--- config.mk ---
export PLATFORM = sky130hd
export DESIGN_NAME = mrs_slave
export DESIGN_NICKNAME = d
export VERILOG_FILES = /design/src/hdl/mrs_pkg.sv /design/src/hdl/mrs_slave.sv
export SDC_FILE = /design/constraint.sdc
export NUM_CORES = 2
export LEC_CHECK = 0
export BUFFER_PORTS_ARGS = -buffer_cell sky130_fd_sc_hd__buf_2
export CAP_MARGIN = 15
export CELL_PAD_IN_SITES_DETAIL_PLACEMENT = 0
export CELL_PAD_IN_SITES_GLOBAL_PLACEMENT = 1
export CORE_MARGIN = 8
export CORE_UTILIZATION = 30
export DETAILED_ROUTE_END_ITERATION = 10
export GPL_TIMING_DRIVEN = 0
export MAX_ROUTING_LAYER = met4
export PLACE_DENSITY_LB_ADDON = 0.1
export SETUP_SLACK_MARGIN = 0.4
export SYNTH_ARGS = -nofsm -noshare
export SYNTH_HDL_FRONTEND = slang
export SYNTH_SLANG_ARGS = --single-unit
--- constraint.sdc ---
create_clock -name clk_i -period 30.9 [get_ports clk_i]
set_input_delay 1.545 -clock clk_i [delete_from_list [all_inputs] [get_ports clk_i]]
set_output_delay 1.545 -clock clk_i [all_outputs]
set_load 0.02 [all_outputs]
--- src/hdl/mrs_pkg.sv ---
// Constants, types and register map of the serial register slave
package mrs_pkg;
   // ----------------------------------------
   // Function codes and register map
   // ----------------------------------------
   localparam logic [7:0]  FC_RD_HOLD      = 8'h03;
   localparam logic [7:0]  FC_RD_IN        = 8'h04;
   localparam logic [7:0]  FC_WR_MULTI     = 8'h10;
   localparam logic [7:0]  FC_RD_WR        = 8'h17;
   localparam logic [15:0] REG_ACTION      = 16'h03E8;
   localparam logic [15:0] REG_POSITION    = 16'h03E9;
   localparam logic [15:0] REG_SPEED_FORCE = 16'h03EA;
   localparam logic [15:0] REG_OUT_SPARE   = 16'h03EB;
   localparam logic [15:0] REG_STATUS      = 16'h07D0;
   localparam logic [15:0] REG_FAULT_ECHO  = 16'h07D1;
   localparam logic [15:0] REG_RESET       = 16'h0000;
   localparam int          OUT_WORDS       = 4;
   localparam int          BUF_BYTES       = 32;
   localparam int          MAX_READ        = 8;
   localparam logic [7:0]  DEF_SLAVE_ID    = 8'h09;
   // ----------------------------------------
   // Field positions
   // ----------------------------------------
   localparam int ACT_REQ_BIT  = 8;
   localparam int GOTO_REQ_BIT = 11;
   localparam int ST_ACT_BIT   = 0;
   localparam int ST_GOTO_BIT  = 3;
   localparam int ST_STATE_LSB = 4;
   localparam int ST_OBJ_LSB   = 6;
   // ----------------------------------------
   // Frame layout and checksum
   // ----------------------------------------
   localparam logic [15:0] CRC_INIT    = 16'hFFFF;
   localparam logic [15:0] CRC_POLY    = 16'hA001;
   localparam int          RD_REQ_LEN  = 8;
   localparam int          WR_HDR_LEN  = 9;
   localparam int          RW_HDR_LEN  = 13;
   localparam int          WR_DATA_OFS = 7;
   localparam int          RW_DATA_OFS = 11;
   localparam int          WR_ACK_LEN  = 6;
   localparam int          RD_HDR_LEN  = 3;
   // ----------------------------------------
   // Timing
   // ----------------------------------------
   localparam longint BIT_RATE      = 115200;
   localparam longint CHAR_BITS     = 10;
   localparam longint GAP_CHAR_X10  = 35;
   localparam longint CLK_PERIOD_NS = 40;
   localparam longint GAP_NS        = (GAP_CHAR_X10 * CHAR_BITS * 64'd100000000 + BIT_RATE - 1) / BIT_RATE;
   localparam int     GAP_CYC       = int'((GAP_NS + CLK_PERIOD_NS - 1) / CLK_PERIOD_NS);
   // ----------------------------------------
   // Types
   // ----------------------------------------
   typedef enum logic [1:0] {
      ST_IDLE  = 2'b00,
      ST_CHECK = 2'b01,
      ST_WRITE = 2'b10,
      ST_SEND  = 2'b11
   } mrs_state_e;
   typedef struct packed {
      logic [1:0] obj;
      logic [1:0] act_state;
      logic [7:0] fault;
   } mrs_stat_s;
   typedef struct packed {
      logic [15:0] action;
      logic [15:0] position;
      logic [15:0] speed_force;
      logic [15:0] spare;
   } mrs_out_s;
   typedef struct packed {
      mrs_state_e                         st;
      logic [BUF_BYTES-1:0][7:0]          rx_buf;
      logic [5:0]                         len;
      logic                               ovf;
      logic [15:0]                        gap;
      logic [15:0]                        crc;
      logic [7:0]                         fn;
      logic [15:0]                        rd_a;
      logic [3:0]                         rd_n;
      logic [15:0]                        wr_a;
      logic [15:0]                        wr_n;
      logic [5:0]                         dofs;
      logic [5:0]                         tidx;
      logic [5:0]                         tlen;
      logic [15:0]                        tcrc;
      logic [7:0]                         tx_b;
      logic [OUT_WORDS-1:0][15:0]         regs;
      logic                               act_echo;
      logic                               act_pulse;
   } mrs_reg_s;
endpackage

--- src/hdl/mrs_slave.sv ---
// Serial register slave: frame parser, register window and reply generator
//
// Operation
// - Combined read-write applies written values and returns read contents together.
// - Combined frame: address, 0x17, read start/count, write start/count, bytes, data, check.
// - Combined reply: address, 0x17, twice read count, words in order, check.
// - Words 0x07D0 and 0x07D1 hold status, object, fault and position echo.
// - Writes to 0x03E9 and 0x03EA set position, speed and force.
// - Replies carry live register values, not frozen copies.
// - Preset write of three words starts 0x03E8, count 3, six bytes.
// - Preset write acknowledged with address, 0x10, start, count and check only.
// - Activation latched only on a cleared-to-set transition of the request bit.
// - One-word holding read answered with 0x03, count 02, two bytes, check.
// - Status first byte is gripper status, second reads zero; 0x11 means activating.
// - Every frame ends with a two-byte check over preceding bytes.
// - Addresses travel high byte first; data words carry gripper byte 0 first.
`timescale 1ns/1ps
module mrs_slave
   import mrs_pkg::*;
#(
   parameter int         GAP_CYCLES = GAP_CYC,
   parameter logic [7:0] SLAVE_ID   = DEF_SLAVE_ID
) (
   input  wire logic       clk_i,
   input  wire logic       reset_i,
   input  wire logic [7:0] rx_byte_i,
   input  wire logic       rx_valid_i,
   output logic      [7:0] tx_byte_o,
   output logic            tx_valid_o,
   input  wire logic       tx_ready_i,
   input  wire mrs_stat_s  stat_i,
   output mrs_out_s        regs_o,
   output logic            act_echo_o,
   output logic            act_start_o,
   output logic            busy_o
);
   mrs_reg_s r;
   mrs_reg_s next_r;

   // ----------------------------------------
   // Helpers
   // ----------------------------------------
   function automatic logic [15:0] crc_upd(input logic [15:0] c, input logic [7:0] b);
      logic [15:0] x;
      x = c ^ {8'h00, b};
      for (int k = 0; k < 8; k++) begin
         x = x[0] ? ((x >> 1) ^ CRC_POLY) : (x >> 1);
      end
      return x;
   endfunction

   // Live view of the input window, gripper byte 0 in the high half
   function automatic logic [15:0] rd_word(input mrs_reg_s s, input mrs_stat_s st, input logic [15:0] a);
      logic [7:0] sb;
      sb = 8'h00;
      sb[ST_ACT_BIT] = s.act_echo;
      sb[ST_GOTO_BIT] = s.regs[0][GOTO_REQ_BIT];
      sb[ST_STATE_LSB+:2] = st.act_state;
      sb[ST_OBJ_LSB+:2] = st.obj;
      if (a == REG_STATUS) begin
         return {sb, 8'h00};
      end else if (a == REG_FAULT_ECHO) begin
         return {st.fault, s.regs[1][7:0]};
      end else begin
         return 16'h0000;
      end
   endfunction

   function automatic logic [7:0] rsp_byte(input mrs_reg_s s, input mrs_stat_s st, input logic [5:0] i);
      logic [5:0]  k;
      logic [15:0] w;
      k = (i - 6'(RD_HDR_LEN)) >> 1;
      w = rd_word(s, st, s.rd_a + {12'h000, k[3:0]});
      if (i == 6'd0) begin
         return SLAVE_ID;
      end else if (i == 6'd1) begin
         return s.fn;
      end else if (s.fn == FC_WR_MULTI) begin
         return s.rx_buf[i[4:0]];
      end else if (i == 6'd2) begin
         return {3'b000, s.rd_n, 1'b0};
      end else begin
         return i[0] ? w[15:8] : w[7:0];
      end
   endfunction

   // ----------------------------------------
   // Decode of a completed frame
   // ----------------------------------------
   logic        dec_ok;
   logic [15:0] dec_rd_a;
   logic [15:0] dec_rd_n;
   logic [15:0] dec_wr_a;
   logic [15:0] dec_wr_n;
   logic [8:0]  dec_bc;
   logic [5:0]  dec_ofs;
   logic [8:0]  len9;
   always_comb begin
      len9 = {3'b000, r.len};
      dec_ok = 1'b0;
      dec_rd_a = {r.rx_buf[2], r.rx_buf[3]};
      dec_rd_n = {r.rx_buf[4], r.rx_buf[5]};
      dec_wr_a = {r.rx_buf[2], r.rx_buf[3]};
      dec_wr_n = 16'h0000;
      dec_bc = {1'b0, r.rx_buf[6]};
      dec_ofs = 6'(WR_DATA_OFS);
      if (r.fn == FC_RD_HOLD || r.fn == FC_RD_IN) begin
         dec_ok = len9 == 9'(RD_REQ_LEN) && dec_rd_n != 16'h0000 && dec_rd_n <= 16'(MAX_READ);
      end else if (r.fn == FC_WR_MULTI) begin
         dec_wr_n = dec_rd_n;
         dec_rd_n = 16'h0000;
         dec_ok = len9 == dec_bc + 9'(WR_HDR_LEN) && dec_wr_n != 16'h0000
                  && {7'h00, dec_bc} == {dec_wr_n[14:0], 1'b0};
      end else if (r.fn == FC_RD_WR) begin
         dec_wr_a = {r.rx_buf[6], r.rx_buf[7]};
         dec_wr_n = {r.rx_buf[8], r.rx_buf[9]};
         dec_bc = {1'b0, r.rx_buf[10]};
         dec_ofs = 6'(RW_DATA_OFS);
         dec_ok = len9 == dec_bc + 9'(RW_HDR_LEN) && dec_wr_n != 16'h0000
                  && {7'h00, dec_bc} == {dec_wr_n[14:0], 1'b0}
                  && dec_rd_n != 16'h0000 && dec_rd_n <= 16'(MAX_READ);
      end
      dec_ok = dec_ok && !r.ovf && r.crc == 16'h0000 && r.rx_buf[0] == SLAVE_ID;
   end

   // ----------------------------------------
   // Next state
   // ----------------------------------------
   always_comb begin
      logic [15:0] off;
      logic [5:0]  bi;
      logic [15:0] ucrc;
      off = 16'h0000;
      bi = 6'd0;
      ucrc = crc_upd(r.tcrc, r.tx_b);
      next_r = r;
      next_r.act_pulse = 1'b0;
      case (r.st)
         ST_IDLE: begin
            if (rx_valid_i) begin
               if (r.len < 6'(BUF_BYTES)) begin
                  next_r.rx_buf[r.len[4:0]] = rx_byte_i;
                  next_r.len = r.len + 6'd1;
               end else begin
                  next_r.ovf = 1'b1;
               end
               next_r.crc = crc_upd(r.crc, rx_byte_i);
               next_r.gap = 16'h0000;
            end else if (r.len != 6'd0) begin
               if (r.gap == 16'(GAP_CYCLES - 1)) begin
                  next_r.st = ST_CHECK;
                  next_r.fn = r.rx_buf[1];
               end else begin
                  next_r.gap = r.gap + 16'h0001;
               end
            end
         end
         ST_CHECK: begin
            next_r.rd_a = dec_rd_a;
            next_r.rd_n = dec_rd_n[3:0];
            next_r.wr_a = dec_wr_a;
            next_r.wr_n = dec_wr_n;
            next_r.dofs = dec_ofs;
            next_r.st = dec_ok ? ST_WRITE : ST_IDLE;
            if (!dec_ok) begin
               next_r.len = 6'd0;
               next_r.ovf = 1'b0;
               next_r.gap = 16'h0000;
               next_r.crc = CRC_INIT;
            end
         end
         ST_WRITE: begin
            for (int w = 0; w < OUT_WORDS; w++) begin
               off = REG_ACTION + 16'(w) - r.wr_a;
               bi = r.dofs + {off[4:0], 1'b0};
               if (REG_ACTION + 16'(w) >= r.wr_a && off < r.wr_n) begin
                  next_r.regs[w] = {r.rx_buf[bi[4:0]], r.rx_buf[bi[4:0] + 5'd1]};
               end
            end
            // Edge only: a held request must not restart activation
            if (next_r.regs[0][ACT_REQ_BIT] && !r.regs[0][ACT_REQ_BIT]) begin
               next_r.act_echo = 1'b1;
               next_r.act_pulse = 1'b1;
            end else if (!next_r.regs[0][ACT_REQ_BIT]) begin
               next_r.act_echo = 1'b0;
            end
            next_r.st = ST_SEND;
            next_r.tidx = 6'd0;
            next_r.tcrc = CRC_INIT;
            next_r.tx_b = SLAVE_ID;
            next_r.tlen = (r.fn == FC_WR_MULTI) ? 6'(WR_ACK_LEN)
                        : 6'(RD_HDR_LEN) + {1'b0, r.rd_n, 1'b0};
         end
         ST_SEND: begin
            if (tx_ready_i) begin
               next_r.tidx = r.tidx + 6'd1;
               if (r.tidx == r.tlen + 6'd1) begin
                  next_r.st = ST_IDLE;
                  next_r.len = 6'd0;
                  next_r.ovf = 1'b0;
                  next_r.gap = 16'h0000;
                  next_r.crc = CRC_INIT;
               end else if (r.tidx == r.tlen) begin
                  next_r.tx_b = r.tcrc[15:8];
               end else begin
                  next_r.tcrc = ucrc;
                  // Reply bytes fetched one at a time, so status stays current
                  next_r.tx_b = (r.tidx + 6'd1 == r.tlen) ? ucrc[7:0]
                              : rsp_byte(r, stat_i, r.tidx + 6'd1);
               end
            end
         end
         default: next_r.st = ST_IDLE;
      endcase
   end

   always_ff @(posedge clk_i or posedge reset_i) begin
      if (reset_i) begin
         r <= '0;
         r.crc <= CRC_INIT;
         r.tcrc <= CRC_INIT;
         r.regs <= {OUT_WORDS{REG_RESET}};
      end else begin
         r <= next_r;
      end
   end

   // ----------------------------------------
   // Outputs
   // ----------------------------------------
   assign tx_byte_o = r.tx_b;
   assign tx_valid_o = r.st == ST_SEND;
   assign busy_o = r.st != ST_IDLE;
   assign act_echo_o = r.act_echo;
   assign act_start_o = r.act_pulse;
   assign regs_o.action = r.regs[0];
   assign regs_o.position = r.regs[1];
   assign regs_o.speed_force = r.regs[2];
   assign regs_o.spare = r.regs[3];

   // ----------------------------------------
   // Assertions
   // ----------------------------------------
   tx_hold_a: assert property (@(posedge clk_i) disable iff (reset_i)
      tx_valid_o && !tx_ready_i |=> tx_valid_o && $stable(tx_byte_o))
      else $error("reply byte changed under back-pressure");
   first_addr_a: assert property (@(posedge clk_i) disable iff (reset_i)
      $rose(tx_valid_o) |-> tx_byte_o == SLAVE_ID)
      else $error("reply does not open with slave address");
   fn_echo_a: assert property (@(posedge clk_i) disable iff (reset_i)
      tx_valid_o && r.tidx == 6'd1 |-> tx_byte_o == r.fn)
      else $error("reply function code wrong");
   rd_count_a: assert property (@(posedge clk_i) disable iff (reset_i)
      tx_valid_o && r.tidx == 6'd2 && r.fn != FC_WR_MULTI |-> tx_byte_o == {3'b000, r.rd_n, 1'b0})
      else $error("read byte count not twice word count");
   rsv_zero_a: assert property (@(posedge clk_i) disable iff (reset_i)
      tx_valid_o && r.tidx == 6'd4 && r.fn != FC_WR_MULTI && r.rd_a == REG_STATUS |-> tx_byte_o == 8'h00)
      else $error("reserved status byte not zero");
   act_edge_a: assert property (@(posedge clk_i) disable iff (reset_i)
      act_start_o |-> act_echo_o && r.regs[0][ACT_REQ_BIT] && !$past(r.regs[0][ACT_REQ_BIT]) ##1 !act_start_o)
      else $error("activation started without a rising request");
   gap_end_a: assert property (@(posedge clk_i) disable iff (reset_i)
      $rose(r.st == ST_CHECK) |-> !$past(rx_valid_i) && $past(r.gap) == 16'(GAP_CYCLES - 1))
      else $error("frame closed before silence elapsed");
   drop_bad_a: assert property (@(posedge clk_i) disable iff (reset_i)
      r.st == ST_CHECK && (r.crc != 16'h0000 || r.rx_buf[0] != SLAVE_ID) |=> r.st == ST_IDLE ##1 !tx_valid_o)
      else $error("bad frame not dropped");
   rw_reply_a: assert property (@(posedge clk_i) disable iff (reset_i)
      r.st == ST_WRITE |=> tx_valid_o && r.tlen != 6'd0)
      else $error("accepted frame got no reply");
   frame_end_a: assert property (@(posedge clk_i) disable iff (reset_i)
      tx_valid_o && tx_ready_i && r.tidx == r.tlen + 6'd1 |=> !tx_valid_o && r.len == 6'd0)
      else $error("reply did not end after check bytes");
endmodule

==> flow_summary.yaml <==
placed_design:
  dp_hpwl_microns: 158000
  portBuffers: 98
  dpl_cell_area_sq_um: 38900
  place_congestion: 1.03
  placedCellCount: 5026
synthesis:
  synth_edf_count: 0
  ys_top_cells_by_count: "430 x dfrtp_1, 341 x mux2_2, 295 x nand2_1"
  synthesis.instances: 3304
  async_reset_ff_share_pct: 100
  yosys.area.top_type: "dfrtp_1"
  synth_top_cell_area_share_pct: 29.8
  ys_types: 90
  synthTopCellsByArea: "dfrtp_1 30%, mux4_2 16%, mux2_2 11%, mux2i_1 5.2%, ha_1 3.3%"
  syn_area_sq_um: 36100
  yosys_register_bits: 462
  yosysMostFrequentCell: "dfrtp_1"
  ys.flop_type: "dfrtp_1"
  syn_avg_cell_area_sq_um: 10.9
  ys_warn_count: 0
  syn_nets: 3428
  yosysSeqAreaShare_pct: 32.1
finish:
  design_area_sq_um: 41000
  area_growth_syn_to_layout_pct: 13.3
  seq_area_sq_um: 11600
  stdcell_count: 5150
  n_fill_cell: 12100
  fin_util_pct: 34.2
  drive_gt1_share_pct: 29.5
  multi_input_area_sq_um: 22500
  final_nets: 3600
clocking:
  cts.htree.levels: 2
  cts_resized: 0
  cts_hold_buf: 0
  cts_buffers: 58
  post-cts-setup-buffer-count: 0
  cts_sinks: 462
  clockBufferDepth: 3
  cts_tree: "built"
  cts_root_buf: "clkbuf_16"
  clk_latency_ns: 0.69
  cts.clk_slew.worst_paths_ns: 0.06
setup_path:
  crit_required_ns: 31.52
  cp.depth: 21
  critical_path.most_common_cell: "buf_2"
  startpoint_type: "register"
  cp_num_buf_inv: 9
  timing.rr.end: "tx_byte_o[3]$_DFFE_PP0P_"
  cpMaxStageDelayCell: "a2111oi_4"
  ff2ff_path_depth: 21
  crit_path_end_kind: "register"
  cp_max_fo: 10
  cp_slowest_stage_delay_ns: 0.66
  critical_path.top_delay_family: "buffers and inverters"
  arrival_ns: 7.40
  timing.rr.start: "r[96]$_DFFE_PP0P_"
  crit_type: "reg2reg"
  path_cells: "buf_2 -> buf_2 -> buf_2 -> buf_4 -> inv_1 -> ha_1 -> buf_2 -> buf_2 -> buf_2 -> buf_2 -> a21oi_1 -> xnor2_1 -> ha_1 -> nand2b_1 -> a21oi_1 -> nand3_1 -> xnor2_1 -> a2111oi_4 -> a221oi_1 -> a211o_1 -> a21oi_1"
  r2r_setup_slack_ns: 24.12
detailed_routing:
  drc: 0
  drt_iter0_drc: 3634
  ant_nets: 0
  dr_total_vias: 30800
  vias_per_cell: 5.99
  routedWlPerCell_microns: 38.3
  drtPass1Iterations: 6
  wirelength_microns: 197000
timing:
  final.period_utilization_pct: 21.9
  finalSetupTns_ns: 0
  max_freq_mhz: 148
  setup_viol: 0
  hold_viol: 0
  clock-skew-final_ns: 0.0471
  slew_headroom_pct: 16.0
  period_needed_ns: 6.78
  maxSlewViolCount: 0
  rsz0062_at_grt: "false"
  worst_slew_pin_slew_ns: 1.26
floorplan:
  die_y_microns: 363
  fp.dieW_microns: 363
  start_util_pct: 30.2
  std_cell_rows: 127
  die-area_sq_um: 132000
  coreArea_sq_um: 120000
  ios: 100
pwr:
  power_density_nw_per_um2: 109
  peakVddDrop_v: 0.000110
  power_leakage_nw: 17.8
worst_hold_path:
  worstHoldPathType: "reg2reg"
  hold_path_end: "regs_o[8]$_DFFE_PP0P_"
  min_from: "regs_o[8]$_DFFE_PP0P_"
  whs_path_depth: 2
run:
  cap_viol_max_count: 0
status:
  status: "completed"
grt:
  antenna_found_initial: 21
  grt_pass1_wl_microns: 265000
  grt_pass1_vias: 29800
  grt-ovfl-total: 0
  grtUsageTotal_pct: 30.0
  grt_max_degree: 122
## area by class of cell
type	instances	share of cell area, %
diodes	17	0.104
inverters	59	0.559
plain buffers	327	4.55
flip-flops and latches	462	28.3
well taps	1612	4.92
clock inverters	21	0.727
repair buffers	112	1.73
multi-input cells	2456	54.9
clock buffers	84	4.17
## where the power goes
part,internal (mW),switching [mW],leakage (nW),total (mW)
clock network,0.426,0.292,0.985,0.718
registers,0.733,0.198,6.17,0.931
logic,1.08,1.74,10.6,2.82
total,2.24,2.23,17.8,4.47
## sequential cells by signal, summed over array words and instances (netlist names), named ones only
| register | cells |
|---|---|
| regs_o | 64 |
| len9 | 6 |
| act_echo_o | 1 |
| dec_rd_a | 16 |
| act_start_o | 1 |
| r | 365 |
| tx_byte_o | 8 |
## worst max-delay path by stage
stage | from | to
2_1_floorplan | reset_i | asynchronous set/reset pin
3_3_place_gp | reset_i | r[444]$_DFFE_PP0P_
3_5_place_dp | r[96]$_DFFE_PP0P_ | tx_byte_o[3]$_DFFE_PP0P_
4_1_cts | r[96]$_DFFE_PP0P_ | tx_byte_o[3]$_DFFE_PP0P_
5_1_grt | r[96]$_DFFE_PP0P_ | tx_byte_o[3]$_DFFE_PP0P_
6_report | r[96]$_DFFE_PP0P_ | tx_byte_o[3]$_DFFE_PP0P_
## per-stage QoR
step / worst slack (ns) / power, mW / hold slack, ns
finish: 24.12 / 4.47 / 0.481
global route: 23.86 / 4.67 / 0.498
global placement: 10.95 / 3.69 / 0.464
CTS: 24.14 / 4.46 / 0.484
floorplan: 16.53 / 2.70 / 0.438
detailed placement: 24.16 / 3.72 / 0.468
## logic make-up after synthesis
family                   Yosys count  synth area share, %
AO/OA/AOI/OAI                    571                 9.43
XOR/XNOR                         169                 4.64
adder cells (fa/ha/maj)          100                 3.57
buffers and inverters            386                 5.77
flip-flops                       462                 32.1
multiplexers                     832                 34.4
AND/OR/NAND/NOR                  784                 10.1
## tightest hold or removal path, delay by kind of cell (launching register included)
family	cells	cell delay, ns
simple gates	1	0.05
compound gates	1	0.06
flops	1	0.34
## routing by layer
metal	track usage [%]	wire [microns]	vias up
met1	42.6	91000	16200
met2	41.2	80300	1686
li1	-	-	12700
met4	10.2	7880	0
met5	-	0	-
met3	7.50	18200	273
## cells in the final DEF (no fill, tap or decap), types with 58 or more instances in the layout
master / synthesis / routed
nor2_1: 189 / 189
xnor2_1: 82 / 80
buf_2: 56 / 154
nand2_1: 295 / 295
mux2_2: 341 / 341
xor2_1: 72 / 71
a21oi_1: 219 / 219
mux4_2: 260 / 260
mux2i_1: 188 / 188
ha_1: 95 / 95
dfrtp_1: 430 / 430
clkbuf_16: 0 / 58
clkbuf_1: 140 / 150
buf_4: 79 / 82
o21ai_0: 138 / 138
Note: power is estimated with default switching activity, not from simulation.
